===== src/usu_pkg.sv =====
// constants for the universal serial shift unit
package usu_pkg;
   // ==========================================================
   // register indices (byte address is four times the index)
   localparam logic [5:0] IDX_CONTROL  = 6'h0d;
   localparam logic [5:0] IDX_STATUS   = 6'h0e;
   localparam logic [5:0] IDX_SHIFT    = 6'h0f;
   localparam logic [5:0] IDX_RECEIVE  = 6'h10;
   localparam logic [5:0] IDX_PIN_CTL  = 6'h11;
   // ==========================================================
   // control register fields
   localparam int CTL_START_IE = 7;
   localparam int CTL_OVF_IE   = 6;
   localparam int CTL_WM_HI    = 5;
   localparam int CTL_WM_LO    = 4;
   localparam int CTL_CS_HI    = 3;
   localparam int CTL_CS_LO    = 2;
   localparam int CTL_SOFT_CLK = 1;
   localparam int CTL_TOGGLE   = 0;
   // ==========================================================
   // status register fields
   localparam int ST_START     = 7;
   localparam int ST_OVF       = 6;
   localparam int ST_STOP      = 5;
   localparam int ST_COLL      = 4;
   // ==========================================================
   // pin control register fields
   localparam int PIN_DATA_DIR = 0;
   localparam int PIN_CLK_DIR  = 1;
   localparam int PIN_CLK_PORT = 2;
   localparam int PIN_DAT_PORT = 3;
   // ==========================================================
   // reset values and codes
   localparam logic [7:0] CONTROL_RESET = 8'h00;
   localparam logic [7:0] STATUS_RESET  = 8'h00;
   localparam logic [7:0] SHIFT_RESET   = 8'h00;
   localparam logic [3:0] PIN_RESET     = 4'h0;
   localparam logic [3:0] COUNT_MAX     = 4'hf;
   localparam logic [1:0] WM_TWO_HOLD   = 2'b11;
   localparam logic [1:0] RESP_OKAY     = 2'b00;
   localparam logic [1:0] RESP_SLVERR   = 2'b10;
endpackage


===== src/usu_shift_unit.sv =====
// universal serial shift unit with axi4-lite register access
`timescale 1ns/100ps
`default_nettype none
// What this block does
// - serial clock and data rate at most half the system clock
// - as two-wire slave hold clock line low until ready for more
// - external clock pin increments counter on both edges
// - counter preset to maximum with external clock overflows on next edge
// - shift clock shifts left taking serial input; cpu write wins
// - input pins feed register and counter even with outputs disabled
// - output pin driven from data msb through an output latch, except wire mode 00 which drives the port bit
// - latch open in first half with external clock, always with internal
// - new msb reaches pin at once while latch open
// - data reaches pin only when its direction bit is output
// - on transfer completion data copied into receive copy
// - start flag on start condition, or any clock edge outside two-wire
// - start flag cleared by writing one, which releases clock hold
// - start interrupt wakes processor from every sleep mode
// - overflow flag on wrap 15 to 0, write one clears and releases hold
// - overflow interrupt wakes processor from idle only
// - stop flag set on stop condition, write one clears, no interrupt
// - collision bit reads one when msb differs from data pin
// - low status bits are the counter, incremented by selected clock
// - external source with soft clock selected: toggle strobe clocks
// - enables gate flags; pending flag interrupts at once when enabled
// - wire mode 11 also holds clock low after overflow until cleared
// - clock source zero: soft clock strobe clocks register and counter
module usu_shift_unit (
   input  wire logic        aclk,
   input  wire logic        aresetn,
   input  wire logic        ce,
   input  wire logic [7:0]  awaddr,
   input  wire logic        awvalid,
   output logic             awready,
   input  wire logic [31:0] wdata,
   input  wire logic [3:0]  wstrb,
   input  wire logic        wvalid,
   output logic             wready,
   output logic [1:0]       bresp,
   output logic             bvalid,
   input  wire logic        bready,
   input  wire logic [7:0]  araddr,
   input  wire logic        arvalid,
   output logic             arready,
   output logic [31:0]      rdata,
   output logic [1:0]       rresp,
   output logic             rvalid,
   input  wire logic        rready,
   input  wire logic        serial_in_pin,
   input  wire logic        serial_clock_pin,
   input  wire logic        timer_match,
   input  wire logic        global_irq_enable,
   output logic             data_pin_out,
   output logic             data_pin_oe,
   output logic             clock_pin_out,
   output logic             clock_pin_oe,
   output logic             start_irq,
   output logic             overflow_irq,
   output logic             start_wake
);
   // ==========================================================
   // address decode
   function automatic logic hit(input logic [7:0] a, input logic [5:0] idx);
      hit = (a[7:2] == idx);
   endfunction

   logic        aw_got_reg;
   logic        w_got_reg;
   logic [7:0]  aw_addr_reg;
   logic [7:0]  wb_reg;
   logic        wl_reg;
   logic        wr_do;
   logic        ar_hs;
   logic [7:0]  control_reg;
   logic [7:0]  shift_data_reg;
   logic [7:0]  receive_copy_reg;
   logic [3:0]  clock_count;
   logic [3:0]  pin_ctl_reg;
   logic        start_flag;
   logic        overflow_flag;
   logic        stop_flag;
   logic        soft_sel_reg;
   logic        start_hold_reg;
   logic        latch_reg;
   logic        din_s1, din_s2, din_s3;
   logic        clk_s1, clk_s2, clk_s3;

   assign wr_do = aw_got_reg & w_got_reg & ~bvalid;
   assign ar_hs = arvalid & arready;

   // ==========================================================
   // axi4-lite write channel
   always_ff @(posedge aclk) begin
      if (!aresetn) begin
         aw_got_reg  <= 1'b0;
         w_got_reg   <= 1'b0;
         awready     <= 1'b1;
         wready      <= 1'b1;
         bvalid      <= 1'b0;
         bresp       <= usu_pkg::RESP_OKAY;
         aw_addr_reg <= 8'h00;
         wb_reg      <= 8'h00;
         wl_reg      <= 1'b0;
      end else if (ce) begin
         if (awvalid && awready) begin
            aw_got_reg  <= 1'b1;
            awready     <= 1'b0;
            aw_addr_reg <= awaddr;
         end
         if (wvalid && wready) begin
            w_got_reg <= 1'b1;
            wready    <= 1'b0;
            wb_reg    <= wdata[7:0];
            wl_reg    <= wstrb[0];
         end
         if (wr_do) begin
            bvalid <= 1'b1;
            bresp  <= (hit(aw_addr_reg, usu_pkg::IDX_CONTROL) ||
                       hit(aw_addr_reg, usu_pkg::IDX_STATUS) ||
                       hit(aw_addr_reg, usu_pkg::IDX_SHIFT) ||
                       hit(aw_addr_reg, usu_pkg::IDX_RECEIVE) ||
                       hit(aw_addr_reg, usu_pkg::IDX_PIN_CTL)) ?
                      usu_pkg::RESP_OKAY : usu_pkg::RESP_SLVERR;
         end
         if (bvalid && bready) begin
            bvalid     <= 1'b0;
            aw_got_reg <= 1'b0;
            w_got_reg  <= 1'b0;
            awready    <= 1'b1;
            wready     <= 1'b1;
         end
      end
   end

   // write pulses, only byte lane 0 carries register data
   logic ctl_wr, st_wr, sd_wr, pin_wr;
   logic [7:0] wb;
   assign wb     = wb_reg;
   assign ctl_wr = wr_do & wl_reg & hit(aw_addr_reg, usu_pkg::IDX_CONTROL);
   assign st_wr  = wr_do & wl_reg & hit(aw_addr_reg, usu_pkg::IDX_STATUS);
   assign sd_wr  = wr_do & wl_reg & hit(aw_addr_reg, usu_pkg::IDX_SHIFT);
   assign pin_wr = wr_do & wl_reg & hit(aw_addr_reg, usu_pkg::IDX_PIN_CTL);

   // ==========================================================
   // pin synchronisers
   always_ff @(posedge aclk) begin
      if (!aresetn) begin
         {din_s1, din_s2, din_s3} <= 3'b111;
         {clk_s1, clk_s2, clk_s3} <= 3'b000;
      end else if (ce) begin
         din_s1 <= serial_in_pin;
         din_s2 <= din_s1;
         din_s3 <= din_s2;
         clk_s1 <= serial_clock_pin;
         clk_s2 <= clk_s1;
         clk_s3 <= clk_s2;
      end
   end

   // edges seen by sampling; pin rate must stay at or below half aclk
   logic clk_rise, clk_fall, dat_rise, dat_fall;
   assign clk_rise = clk_s2 & ~clk_s3;
   assign clk_fall = ~clk_s2 & clk_s3;
   assign dat_rise = din_s2 & ~din_s3;
   assign dat_fall = ~din_s2 & din_s3;

   // ==========================================================
   // clock source selection
   logic [1:0] wm, cs;
   logic sw_clk, sw_tog, sel_eff, new_port, clk_lvl;
   logic cnt_tick, shift_tick;
   assign wm       = control_reg[usu_pkg::CTL_WM_HI:usu_pkg::CTL_WM_LO];
   assign sw_clk   = ctl_wr & wb[usu_pkg::CTL_SOFT_CLK];
   assign sw_tog   = ctl_wr & wb[usu_pkg::CTL_TOGGLE];
   assign cs       = ctl_wr ? wb[usu_pkg::CTL_CS_HI:usu_pkg::CTL_CS_LO] :
                     control_reg[usu_pkg::CTL_CS_HI:usu_pkg::CTL_CS_LO];
   assign sel_eff  = ctl_wr ? wb[usu_pkg::CTL_SOFT_CLK] : soft_sel_reg;
   assign new_port = ~pin_ctl_reg[usu_pkg::PIN_CLK_PORT];
   assign clk_lvl  = sel_eff ? pin_ctl_reg[usu_pkg::PIN_CLK_PORT] : clk_s2;

   always_comb begin
      cnt_tick   = 1'b0;
      shift_tick = 1'b0;
      if (cs[1] && sel_eff) begin
         cnt_tick   = sw_tog;
         shift_tick = sw_tog & (new_port ^ cs[0]);
      end else if (cs[1]) begin
         cnt_tick   = clk_rise | clk_fall;
         shift_tick = cs[0] ? clk_fall : clk_rise;
      end else if (cs[0]) begin
         cnt_tick   = timer_match;
         shift_tick = timer_match;
      end else begin
         cnt_tick   = sw_clk;
         shift_tick = sw_clk;
      end
   end

   // ==========================================================
   // control register and strobes
   always_ff @(posedge aclk) begin
      if (!aresetn) begin
         control_reg  <= usu_pkg::CONTROL_RESET;
         soft_sel_reg <= 1'b0;
      end else if (ce && ctl_wr) begin
         control_reg  <= {wb[7:2], 2'b00};
         soft_sel_reg <= wb[usu_pkg::CTL_SOFT_CLK];
      end
   end

   always_ff @(posedge aclk) begin
      if (!aresetn) begin
         pin_ctl_reg <= usu_pkg::PIN_RESET;
      end else if (ce) begin
         if (pin_wr) begin
            pin_ctl_reg <= wb[3:0];
         end
         if (sw_tog) begin
            pin_ctl_reg[usu_pkg::PIN_CLK_PORT] <= new_port;
         end
      end
   end

   // ==========================================================
   // shift register, counter and receive copy
   logic [7:0] shift_next;
   logic       ovf_evt;
   assign shift_next = shift_tick ? {shift_data_reg[6:0], din_s2} : shift_data_reg;
   assign ovf_evt    = cnt_tick & ~st_wr & (clock_count == usu_pkg::COUNT_MAX);

   always_ff @(posedge aclk) begin
      if (!aresetn) begin
         shift_data_reg <= usu_pkg::SHIFT_RESET;
      end else if (ce) begin
         if (sd_wr) begin
            shift_data_reg <= wb;
         end else begin
            shift_data_reg <= shift_next;
         end
      end
   end

   always_ff @(posedge aclk) begin
      if (!aresetn) begin
         clock_count <= 4'h0;
      end else if (ce) begin
         if (st_wr) begin
            clock_count <= wb[3:0];
         end else if (cnt_tick) begin
            clock_count <= clock_count + 4'h1;
         end
      end
   end

   always_ff @(posedge aclk) begin
      if (!aresetn) begin
         receive_copy_reg <= usu_pkg::SHIFT_RESET;
      end else if (ce && ovf_evt) begin
         receive_copy_reg <= sd_wr ? wb : shift_next;
      end
   end

   // ==========================================================
   // flags, set wins over write-one clear
   logic start_evt, stop_evt;
   assign start_evt = wm[1] ? (dat_fall & clk_s2) : (clk_rise | clk_fall);
   assign stop_evt  = wm[1] & dat_rise & clk_s2;

   always_ff @(posedge aclk) begin
      if (!aresetn) begin
         start_flag    <= 1'b0;
         overflow_flag <= 1'b0;
         stop_flag     <= 1'b0;
      end else if (ce) begin
         if (start_evt) begin
            start_flag <= 1'b1;
         end else if (st_wr && wb[usu_pkg::ST_START]) begin
            start_flag <= 1'b0;
         end
         if (ovf_evt) begin
            overflow_flag <= 1'b1;
         end else if (st_wr && wb[usu_pkg::ST_OVF]) begin
            overflow_flag <= 1'b0;
         end
         if (stop_evt) begin
            stop_flag <= 1'b1;
         end else if (st_wr && wb[usu_pkg::ST_STOP]) begin
            stop_flag <= 1'b0;
         end
      end
   end

   // start detector holds clock after master's falling edge
   always_ff @(posedge aclk) begin
      if (!aresetn) begin
         start_hold_reg <= 1'b0;
      end else if (ce) begin
         if (!wm[1] || (st_wr && wb[usu_pkg::ST_START] && !start_evt)) begin
            start_hold_reg <= 1'b0;
         end else if (start_flag && clk_fall) begin
            start_hold_reg <= 1'b1;
         end
      end
   end

   // ==========================================================
   // output latch and pins
   logic transparent, latch_val, coll, clk_hold;
   assign transparent = ~cs[1] | (cs[0] ? clk_lvl : ~clk_lvl);
   assign latch_val   = transparent ? shift_data_reg[7] : latch_reg;
   assign coll        = shift_data_reg[7] ^ din_s2;
   assign clk_hold    = start_hold_reg | ((wm == usu_pkg::WM_TWO_HOLD) & overflow_flag);

   always_ff @(posedge aclk) begin
      if (!aresetn) begin
         latch_reg <= 1'b1;
      end else if (ce) begin
         latch_reg <= latch_val;
      end
   end

   always_ff @(posedge aclk) begin
      if (!aresetn) begin
         data_pin_out  <= 1'b0;
         data_pin_oe   <= 1'b0;
         clock_pin_out <= 1'b0;
         clock_pin_oe  <= 1'b0;
      end else if (ce) begin
         if (wm[1]) begin
            data_pin_out  <= 1'b0;
            data_pin_oe   <= pin_ctl_reg[usu_pkg::PIN_DATA_DIR] &
                             (~latch_val | ~pin_ctl_reg[usu_pkg::PIN_DAT_PORT]);
            clock_pin_out <= 1'b0;
            clock_pin_oe  <= pin_ctl_reg[usu_pkg::PIN_CLK_DIR] &
                             (~pin_ctl_reg[usu_pkg::PIN_CLK_PORT] | clk_hold);
         end else begin
            data_pin_out  <= wm[0] ? latch_val : pin_ctl_reg[usu_pkg::PIN_DAT_PORT];
            data_pin_oe   <= pin_ctl_reg[usu_pkg::PIN_DATA_DIR];
            clock_pin_out <= pin_ctl_reg[usu_pkg::PIN_CLK_PORT];
            clock_pin_oe  <= pin_ctl_reg[usu_pkg::PIN_CLK_DIR];
         end
      end
   end

   // ==========================================================
   // interrupt requests
   always_ff @(posedge aclk) begin
      if (!aresetn) begin
         start_irq    <= 1'b0;
         overflow_irq <= 1'b0;
         start_wake   <= 1'b0;
      end else if (ce) begin
         start_irq    <= start_flag & control_reg[usu_pkg::CTL_START_IE] & global_irq_enable;
         overflow_irq <= overflow_flag & control_reg[usu_pkg::CTL_OVF_IE] & global_irq_enable;
         start_wake   <= start_flag & control_reg[usu_pkg::CTL_START_IE];
      end
   end

   // ==========================================================
   // axi4-lite read channel
   logic [7:0] rd_byte;
   logic       rd_ok;
   always_comb begin
      rd_byte = 8'h00;
      rd_ok   = 1'b1;
      if (hit(araddr, usu_pkg::IDX_CONTROL)) begin
         rd_byte = control_reg;
      end else if (hit(araddr, usu_pkg::IDX_STATUS)) begin
         rd_byte = {start_flag, overflow_flag, stop_flag, coll, clock_count};
      end else if (hit(araddr, usu_pkg::IDX_SHIFT)) begin
         rd_byte = shift_data_reg;
      end else if (hit(araddr, usu_pkg::IDX_RECEIVE)) begin
         rd_byte = receive_copy_reg;
      end else if (hit(araddr, usu_pkg::IDX_PIN_CTL)) begin
         rd_byte = {4'h0, pin_ctl_reg};
      end else begin
         rd_ok = 1'b0;
      end
   end

   always_ff @(posedge aclk) begin
      if (!aresetn) begin
         arready <= 1'b1;
         rvalid  <= 1'b0;
         rdata   <= 32'h0000_0000;
         rresp   <= usu_pkg::RESP_OKAY;
      end else if (ce) begin
         if (ar_hs) begin
            arready <= 1'b0;
            rvalid  <= 1'b1;
            rdata   <= {24'h00_0000, rd_byte};
            rresp   <= rd_ok ? usu_pkg::RESP_OKAY : usu_pkg::RESP_SLVERR;
         end else if (rvalid && rready) begin
            rvalid  <= 1'b0;
            arready <= 1'b1;
         end
      end
   end

   // ==========================================================
   // assertions
   property p_write_wins;
      @(posedge aclk) disable iff (!aresetn)
      ce && sd_wr |=> shift_data_reg == $past(wb_reg);
   endproperty
   a_write_wins: assert property (p_write_wins) else $error("data write lost");

   property p_ext_both_edges;
      @(posedge aclk) disable iff (!aresetn)
      ce && cs[1] && !sel_eff && (clk_rise || clk_fall) && !st_wr
      |=> clock_count == $past(clock_count) + 4'h1;
   endproperty
   a_ext_both_edges: assert property (p_ext_both_edges) else $error("edge not counted");

   property p_ovf_copy;
      @(posedge aclk) disable iff (!aresetn)
      ce && ovf_evt && !sd_wr
      |=> overflow_flag && receive_copy_reg == $past(shift_next) && clock_count == 4'h0;
   endproperty
   a_ovf_copy: assert property (p_ovf_copy) else $error("overflow copy wrong");

   property p_start_sticky;
      @(posedge aclk) disable iff (!aresetn)
      start_flag && !(ce && st_wr && wb_reg[usu_pkg::ST_START]) |=> start_flag;
   endproperty
   a_start_sticky: assert property (p_start_sticky) else $error("start flag dropped");

   property p_hold_ovf;
      @(posedge aclk) disable iff (!aresetn)
      ce && wm == usu_pkg::WM_TWO_HOLD && overflow_flag
      && pin_ctl_reg[usu_pkg::PIN_CLK_DIR] |=> clock_pin_oe && !clock_pin_out;
   endproperty
   a_hold_ovf: assert property (p_hold_ovf) else $error("clock not held");

   property p_dir_gate;
      @(posedge aclk) disable iff (!aresetn)
      ce && !pin_ctl_reg[usu_pkg::PIN_DATA_DIR] |=> !data_pin_oe;
   endproperty
   a_dir_gate: assert property (p_dir_gate) else $error("data pin driven");

   property p_stop_set;
      @(posedge aclk) disable iff (!aresetn)
      ce && stop_evt |=> stop_flag ##1 (stop_flag || $past(st_wr));
   endproperty
   a_stop_set: assert property (p_stop_set) else $error("stop flag missed");

   property p_start_irq;
      @(posedge aclk) disable iff (!aresetn)
      ce && start_flag && control_reg[usu_pkg::CTL_START_IE] && global_irq_enable
      |=> start_irq;
   endproperty
   a_start_irq: assert property (p_start_irq) else $error("start irq missing");

   property p_strobe_zero;
      @(posedge aclk) disable iff (!aresetn)
      ce && ar_hs && hit(araddr, usu_pkg::IDX_CONTROL) |=> rdata[1:0] == 2'b00;
   endproperty
   a_strobe_zero: assert property (p_strobe_zero) else $error("strobe reads one");

   c_overflow: cover property (@(posedge aclk) disable iff (!aresetn) ce && ovf_evt);
   c_start:    cover property (@(posedge aclk) disable iff (!aresetn) ce && wm[1] && start_evt);
   c_collide:  cover property (@(posedge aclk) disable iff (!aresetn) wm[1] && coll);
endmodule // usu_shift_unit
`default_nettype wire


===== config.mk =====
export PLATFORM = sky130hd
export DESIGN_NAME = usu_shift_unit
export DESIGN_NICKNAME = d
export VERILOG_FILES = /design/src/usu_pkg.sv /design/src/usu_shift_unit.sv
export SDC_FILE = /design/constraint.sdc
export NUM_CORES = 1
export LEC_CHECK = 0
export BUFFER_PORTS_ARGS = -buffer_cell sky130_fd_sc_hd__buf_2
export CAP_MARGIN = 10
export CELL_PAD_IN_SITES_DETAIL_PLACEMENT = 0
export CELL_PAD_IN_SITES_GLOBAL_PLACEMENT = 2
export CORE_MARGIN = 4
export CORE_UTILIZATION = 34
export CTS_BUF_LIST = sky130_fd_sc_hd__clkbuf_2
export CTS_CLUSTER_DIAMETER = 80
export DETAILED_ROUTE_END_ITERATION = 6
export HOLD_SLACK_MARGIN = 0.1
export PLACE_DENSITY_LB_ADDON = 0.1
export SLEW_MARGIN = 15
export SYNTH_ARGS = -nofsm -noshare
export SYNTH_HDL_FRONTEND = slang
export SYNTH_SLANG_ARGS = --single-unit

===== constraint.sdc =====
create_clock -name aclk -period 4.4 [get_ports aclk]
set_input_delay 0.44 -clock aclk [delete_from_list [all_inputs] [get_ports aclk]]
set_output_delay 0.44 -clock aclk [all_outputs]
set_load 0.05 [all_outputs]

Yosys cells after proc, flatten, opt, wreduce, memory -nomap -nowiden
Cells that the tools add are included.
{"block": "classes", "add_sub_neg": 1, "bitwise_logic": 45, "mux": 57, "eq_ne": 12, "n_reduce_logical": 44}
{"op": "$mux W8", "n": 6}
{"op": "$mux W1", "n": 44}
{"op": "$eq A6 B4 Y1 const B", "n": 6}
{"op": "$reduce_and A2 Y1", "n": 15}
{"op": "$and A1 B1 Y1", "n": 27}
{"op": "$eq A6 B5 Y1 const B", "n": 4}
{"op": "$reduce_bool A2 Y1", "n": 10}
{"op": "$logic_and A1 B1 Y1", "n": 12}
{"op": "$mux W4", "n": 3}
{"op": "$not A1 Y1", "n": 11}
{"op": "$mux W2", "n": 3}
{"op": "$logic_or A1 B1 Y1", "n": 5}
{"op": "$or A1 B1 Y1", "n": 5}
{"op": "$add A4 B1 Y4 const B", "n": 1}
{"op": "$eq A4 B4 Y1 const B", "n": 1}
{"op": "$mux W3", "n": 1}
{"op": "$eq A2 B2 Y1 const B", "n": 1}
{"op": "$logic_not A1 Y1", "n": 2}
{"op": "$xor A1 B1 Y1", "n": 2}
{"block": "totals", "output_inout_bits": 48, "regBits": 85}

Depth between registers and ports, before layout
Gate-level depths: netlist (run 1).
{"block": "depth", "ltp_word": 14, "mapped_depth": 10}

Worst setup path before layout (run 1)
No wires, ideal clock.
{"block": "synth_path", "path_type": "reg-to-reg", "startpoint": "register bvalid", "endpoint": "register shift_data_reg[7]", "setup_ps": 66, "setup_slack_ps": 1859, "n_path_buf": 2, "path_stages_with_launch": 10, "required_time_ps": 4334, "arrival_time_ps": 2475, "cell_sequence": "dfxtp_1 nand4b_4 or4_1 buf_2 mux2i_1 a221oi_1 o22a_1 buf_6 mux2_4 a21oi_2"}
{"block": "synth_via", "elab_chain_cells": 10}
{"item": "start, declared", "line_no": "usu_shift_unit.sv:40", "source": "output logic bvalid,"}
{"item": "start signal, assigned", "line_no": "usu_shift_unit.sv:99", "source": "bvalid <= 1'b0;"}
{"item": "start signal, assigned", "line_no": "usu_shift_unit.sv:117", "source": "bvalid <= 1'b1;"}
{"item": "start signal, assigned", "line_no": "usu_shift_unit.sv:126", "source": "bvalid <= 1'b0;"}
{"item": "$not A1 Y1 *", "line_no": "usu_shift_unit.sv:88", "source": "assign wr_do = aw_got_reg & w_got_reg & ~bvalid;"}
{"item": "$and A1 B1 Y1 *", "line_no": "usu_shift_unit.sv:88"}
{"item": "$and A1 B1 Y1 *", "line_no": "usu_shift_unit.sv:139, usu_shift_unit.sv:141"}
{"item": "$and A1 B1 Y1", "line_no": "usu_shift_unit.sv:139", "source": "assign ctl_wr = wr_do & wl_reg & hit(aw_addr_reg, usu_pkg::IDX_CONTROL);"}
{"item": "$and A1 B1 Y1 or $mux W2 (tied branches)", "line_no": "usu_shift_unit.sv:173, usu_shift_unit.sv:175"}
{"item": "$mux W1 (tied with other cells)", "line_no": "usu_shift_unit.sv:190", "source": "end else if (cs[0]) begin"}
{"item": "$mux W1 or $and A1 B1 Y1 (tied branches)", "line_no": "usu_shift_unit.sv:187, usu_shift_unit.sv:186"}
{"item": "$mux W1", "line_no": "usu_shift_unit.sv:184", "source": "if (cs[1] && sel_eff) begin"}
{"item": "$mux W8", "line_no": "usu_shift_unit.sv:228", "source": "assign shift_next = shift_tick ? {shift_data_reg[6:0], din_s2} : shift_data_reg;"}
{"item": "$mux W8 *", "line_no": "usu_shift_unit.sv:235", "source": "if (sd_wr) begin"}
{"item": "end signal, assigned", "line_no": "usu_shift_unit.sv:233", "source": "shift_data_reg <= usu_pkg::SHIFT_RESET;"}
{"item": "end signal, assigned", "line_no": "usu_shift_unit.sv:236", "source": "shift_data_reg <= wb;"}
{"item": "end signal, assigned", "line_no": "usu_shift_unit.sv:238", "source": "shift_data_reg <= shift_next;"}
{"item": "end, declared", "line_no": "usu_shift_unit.sv:75", "source": "logic [7:0] shift_data_reg;"}
Every way passes the cells marked *; elsewhere a longest branch is shown, timed or not.
A chain may end at the register's enable or synchronous reset.

Worst setup path after layout (run 1)
{"block": "layout_path", "startpoint": "register aw_addr_reg[2]", "endpoint": "register receive_copy_reg[4]"}
{"block": "layout_via", "elab_chain_cells": 9}
{"item": "start, declared", "line_no": "usu_shift_unit.sv:69", "source": "logic [7:0] aw_addr_reg;"}
{"item": "start signal, assigned", "line_no": "usu_shift_unit.sv:108", "source": "aw_addr_reg <= awaddr;"}
{"item": "$eq A6 B4 Y1", "line_no": "usu_shift_unit.sv:64", "source": "hit = (a[7:2] == idx);"}
{"item": "$and A1 B1 Y1", "line_no": "usu_shift_unit.sv:139"}
{"item": "$and A1 B1 Y1 or $mux W2 (tied branches)", "line_no": "usu_shift_unit.sv:173, usu_shift_unit.sv:175"}
{"item": "$mux W1", "line_no": "usu_shift_unit.sv:190"}
{"item": "$mux W1", "line_no": "usu_shift_unit.sv:187", "source": "end else if (cs[1]) begin"}
{"item": "$mux W1", "line_no": "usu_shift_unit.sv:184"}
{"item": "$and A1 B1 Y1 (2 in series)", "line_no": "usu_shift_unit.sv:229", "source": "assign ovf_evt = cnt_tick & ~st_wr & (clock_count == usu_pkg::COUNT_MAX);"}
{"item": "$logic_and A1 B1 Y1", "line_no": "usu_shift_unit.sv:258", "source": "end else if (ce && ovf_evt) begin"}
{"item": "end signal, assigned", "line_no": "usu_shift_unit.sv:257", "source": "receive_copy_reg <= usu_pkg::SHIFT_RESET;"}
{"item": "end signal, assigned", "line_no": "usu_shift_unit.sv:259", "source": "receive_copy_reg <= sd_wr ? wb : shift_next;"}
{"item": "end, declared", "line_no": "usu_shift_unit.sv:76", "source": "logic [7:0] receive_copy_reg;"}
Parallel ways exist; a longest one is shown, timed or not.

==> impl_metrics.toml, run 1 <==
[critical_path]
cp.arrival_ns = 3.32
cp.buffers_inverters = 1
r2r_start = "aw_addr_reg[2]$_SDFFE_PN0P_"
cp_max_fo = 8
critPathCaptureType = "flip-flop"
cpPeakStageDelay_ns = 0.69
crit_start = "aw_addr_reg[2]$_SDFFE_PN0P_"
critPathKind = "reg -> reg"
worst_path_dominant_cell_family = "compound AO/OA/AOI/OAI gates"
slowest_stage = "or4_1"
required_ns = 4.91
start_kind = "flip-flop"
crit_chain = "inv_1 -> or4_1 -> mux2i_1 -> a221oi_1 -> o22a_1 -> mux2_4 -> a21oi_2"

[synthesis]
synth.distinct_cells = 62
synth_edf_count = 0
yosysSeqAreaShare = 0.379
synth.largest_area_cell = "dfxtp_1"
synth_async_sr_flop_share = 0
syn_area_um2 = 4280
syn_area_per_cell_um2 = 8.18
synth_common_cells = "89 x nand2_1, 81 x dfxtp_1, 51 x a21oi_1"
ys.flop_type = "dfxtp_1"
yosys.area.top_type_share = 0.379
synth.most_common_cell = "nand2_1"
synth_area_leaders = "dfxtp_1 38%, nand2_1 7.8%, mux2i_1 6.8%, a21oi_1 6.0%, buf_4 4.6%"
synth_seq_cells = 81
ys_warn_count = 0
netlist_instances = 523

[clock_tree]
cts_num_sinks = 81
numCtsBuffers = 9
root_buffer = "clkbuf_2"
max-clock-path-buffers = 2
clk_pin_slew_ns = 0.22
cts_tree = "yes"
insertion_delay_ns = 0.58
htreeDepth = 3

[worst_hold_path]
hp-class = "in -> reg"
hold_start = "bready"

[place]
dp_hpwl_um = 8620
place_congestion = 0.806
place_inst = 716
io_buffers = 54

[floorplan]
fp-row-count = 40
initial_core_util = 0.352
coreArea_um2 = 12200
die_w_um = 120
io_pins = 112
dieHeight_um = 120
die-area_um2 = 14400

[route]
vias = 3778
wl_per_cell_um = 16.2
routed_wl_um = 12200
dr.pass1.iters = 4
via_per_inst = 5.02
drt_iter0_markers = 173
postRouteAntennaNets = 0
drcViolationCount = 0

[power]
p_leak_nw = 1.96
internal-power_w = 0.000952
p_comb_frac = 0.148
pwr-share-clk = 0.291
power_switching_w = 0.000440
power.total_w = 0.00139
powerDensity_nw_per_um2 = 286
switching_share = 0.316
ir_drop_mv = 0.149
pwr-share-seq = 0.561

[run]
cap_violations = 0

[sta]
tns_ns = 0
hold_viol = 0
fin_crit_sh = 0.639
fmax_ghz = 0.355
tightest_slew_ns = 1.10
final-setup-viol-count = 0
max_slew_margin = 0.258
drv_slew = 0
rsz0062_at_grt = "false"
layout_min_cycle_time_ns = 2.81
fin_skew_ns = 0.0298

[global_route]
antenna_found_initial = 0
grt_max_degree = 58
track_usage = 0.174
grt_pass1_wl_um = 19600
overflow = 0
grt_pass1_vias = 3673

[layout]
syn_to_final_growth_pct = 13.7
fin_cells = 752
fin_util = 0.400
fin_nets = 646
n_antenna_cell = 0
drive_gt1_frac = 0.182

[status]
status = "completed"
final cells by class:
class,instances,area (um^2)
Fill cell,1279,7300
Multi-Input combinational cell,397,2370
Sequential cell,81,1620
Timing Repair Buffer,79,508
Tap cell,168,210
Clock inverter,5,56.3
Clock buffer,11,55.1
Inverter,11,41.3
worst min-delay path: cells and delay by family:
| family | cells | cell delay [ns] |
|---|---|---|
| and+or+nand+nor | 2 | 0.12 |
| buffers and inverters | 1 | 0.10 |
| AOI/OAI and AO/OA | 1 | 0.06 |
cells by family after synthesis:
family                   Yosys count  synth area share
AO/OA/AOI/OAI                    135             0.207
flip-flops                        81             0.379
adder cells (fa/ha/maj)            3           0.00878
buffers and inverters             70            0.0886
AND/OR/NAND/NOR                  190             0.207
multiplexers                      41             0.105
XOR/XNOR                           2           0.00410
other                              1          0.000877
worst paths after layout:
check / endpoint / slack, ns / cells past startpoint
setup / recovery: receive_copy_reg[4]$_SDFFE_PN0P_ / 1.59 / 7
hold reg to reg: rdata[6]$_SDFFE_PN0P_ / 0.47 / 2
hold / removal: bvalid$_SDFFE_PN0P_ / 0.17 / 4
setup reg to reg: receive_copy_reg[4]$_SDFFE_PN0P_ / 1.59 / 7
placed cells by master, fill, tap and decap left out, drive strengths merged, types with 5 or more instances in the layout:
| master | n |
|---|---|
| buf | 59 |
| nand3b | 5 |
| a21oi | 62 |
| and2 | 5 |
| mux2i | 29 |
| and3 | 7 |
| nand3 | 19 |
| inv | 10 |
| clkbuf | 11 |
| nor2 | 37 |
| conb | 26 |
| nand2 | 89 |
| a31oi | 5 |
| o211ai | 5 |
| dfxtp | 81 |
| mux2 | 12 |
| nor3 | 6 |
| dlygate4sd3 | 20 |
| o21ai | 29 |
| nand4 | 5 |
per-layer routing:
layer  wire (um)  up-vias  track usage
li1            -     1914            -
met3         444       13       0.0262
met4         193        0       0.0623
met2        5770       79        0.298
met5           0        -            0
met1        5770     1772        0.223
stage by stage:
step / hold slack, ns / area, um^2 / worst slack [ns]
after global placement: 0.443 / 4550 / 1.66
after detailed placement: 0.444 / 4550 / 1.63
after global routing: 0.130 / 4860 / 1.43
after floorplan: 0.441 / 4370 / 1.86
final: 0.167 / 4860 / 1.59
after CTS: 0.113 / 4860 / 1.54
power groups by stage:
stage	Combinational, W	Clock [W]	Sequential [W]
2_1_floorplan	0.000151	0	0.000805
3_5_place_dp	0.000193	0	0.000796
3_3_place_gp	0.000191	0	0.000795
5_1_grt	0.000223	0.000462	0.000786
4_1_cts	0.000207	0.000429	0.000782
6_report	0.000206	0.000405	0.000782
timing repair:
action,in CTS,in global routing
endpoints found under the hold margin,21,0
hold buffers,20,0
gates resized for setup,0,0
buffers inserted,0,0
No activity file was read; power rests on OpenSTA's default activity.
==> run 2, diff against run 1 <==
--- a/config.mk
+++ b/config.mk
@@ -10,7 +10,7 @@
 export CELL_PAD_IN_SITES_DETAIL_PLACEMENT = 0
 export CELL_PAD_IN_SITES_GLOBAL_PLACEMENT = 2
 export CORE_MARGIN = 4
-export CORE_UTILIZATION = 34
+export CORE_UTILIZATION = 31
 export CTS_BUF_LIST = sky130_fd_sc_hd__clkbuf_2
 export CTS_CLUSTER_DIAMETER = 80
 export DETAILED_ROUTE_END_ITERATION = 6
==> constraint.sdc (replaced) <==
create_clock -name aclk -period 2.9 [get_ports aclk]
set_input_delay 0.29 -clock aclk [delete_from_list [all_inputs] [get_ports aclk]]
set_output_delay 0.29 -clock aclk [all_outputs]
set_load 0.05 [all_outputs]
==> impl_metrics.toml, run 2 (synthesis gave the netlist of run 1 again) <==
[status]
status = "completed"

[critical_path]
reg2reg_depth = 8
critPathKind = "reg -> reg"
cp.arrival_ns = 3.18
start_kind = "flip-flop"
rrSetupSlack_ns = 0.25
critPathCaptureType = "flip-flop"
cp_max_fo = 15
required_ns = 3.43

[route]
dr.pass1.iters = 4
wl_per_cell_um = 16.2
routed_wl_um = 12600
drcViolationCount = 0
vias = 3874
via_per_inst = 4.99
postRouteAntennaNets = 0
drt_iter0_markers = 217

[sta]
max_slew_margin = 0.478
final-setup-viol-count = 0
fmax_ghz = 0.377
hold_viol = 0
tightest_slew_ns = 0.776
fin_crit_sh = 0.914
fin_skew_ns = 0.0320
drv_slew = 0
layout_min_cycle_time_ns = 2.65
tns_ns = 0
rsz0062_at_grt = "false"

[place]
dp_hpwl_um = 8890
io_buffers = 54
place_congestion = 0.816
place_inst = 736

[run]
cap_violations = 0

[global_route]
grt_pass1_wl_um = 20400
grt_max_degree = 52
overflow = 0
antenna_found_initial = 0
track_usage = 0.163
grt_pass1_vias = 3706

[worst_hold_path]
hold_path_depth = 3
hp-class = "in -> reg"

[clock_tree]
cts_resized = 0
numCtsBuffers = 9
max-clock-path-buffers = 2
cts_num_sinks = 81
cts_tree = "yes"
cts_setup_buffers = 0
insertion_delay_ns = 0.59
root_buffer = "clkbuf_2"
htreeDepth = 3
clk_pin_slew_ns = 0.23

[layout]
drive_gt1_frac = 0.193
fin_cells = 777
fin_util = 0.372
n_antenna_cell = 0
syn_to_final_growth_pct = 16.4
num-fill-cells = 1444
fin_nets = 663
mostFrequentLayoutCells = "89 x nand2_1, 81 x dfxtp_1, 54 x buf_2"
mostFrequentLayoutCell = "nand2_1"

[floorplan]
dieHeight_um = 125
io_pins = 112
fp-row-count = 42
die_w_um = 125
coreArea_um2 = 13400
initial_core_util = 0.319
die-area_um2 = 15700

[power]
powerDensity_nw_per_um2 = 407
p_leak_nw = 2.03
ir_drop_mv = 0.184
[run 2: cell types whose count changed in the layout (fill, tap and decap cells not counted), sizes merged]
cell         change
clkinvlp         -1
dlygate4sd3      +5
buf             +12
clkinv           +2
bufinv           -1
[run 2: cell type report]
class                      instances  area (um^2)  area share
clock buffer                      11         55.1      0.0111
inverter                          11         41.3     0.00829
clock inverter                     5         22.5     0.00452
timing repair buffer              96          648       0.130
multi-input combinational        397         2370       0.476
sequential                        81         1620       0.326
tap                              176          220      0.0442
[run 2: stage by stage]
step	area, um^2	hold slack [ns]	power [W]	setup WS [ns]
after detailed placement	4650	0.448	0.00151	0.253
after global placement	4650	0.444	0.00151	0.271
after global routing	4980	0.128	0.00214	0.0506
after floorplan	4370	0.418	0.00145	0.359
after CTS	4980	0.115	0.00207	0.240
final	4980	0.172	0.00203	0.251
[run 2: power breakdown]
part / internal (W) / switching, W
combinational: 0.000103 / 0.000225
sequential: 0.00115 / 0.0000361
clock: 0.000110 / 0.000407
total: 0.00136 / 0.000669
[run 2: timing repair]
item                       CTS  global route
setup endpoints to repair    0             0
hold endpoints to repair    27             0
hold buffers                25             0
[run 2: worst max-delay path, cell delays in order, from the launching register on]
cell	delay, ns
dfxtp_1	0.39
nand4b_4	0.22
or4_1	0.65
mux2_4	0.35
a21o_4	0.24
a21oi_4	0.42
buf_4	0.20
a21oi_1	0.04
nor2_1	0.08
[run 2: per-layer routing]
metal / wire length, um / GRT usage
met1: 6020 / 0.218
met2: 5770 / 0.260
met3: 535 / 0.0286
met4: 263 / 0.0657
met5: 0 / 0
[run 2: worst paths after layout]
kind / startpoint / endpoint
max: bvalid$_SDFFE_PN0P_ / overflow_flag$_SDFFE_PN0P_
min: aresetn / din_s3$_SDFFE_PN1P_
max reg2reg: bvalid$_SDFFE_PN0P_ / overflow_flag$_SDFFE_PN0P_
min reg2reg: rdata[7]$_SDFFE_PN0P_ / rdata[7]$_SDFFE_PN0P_
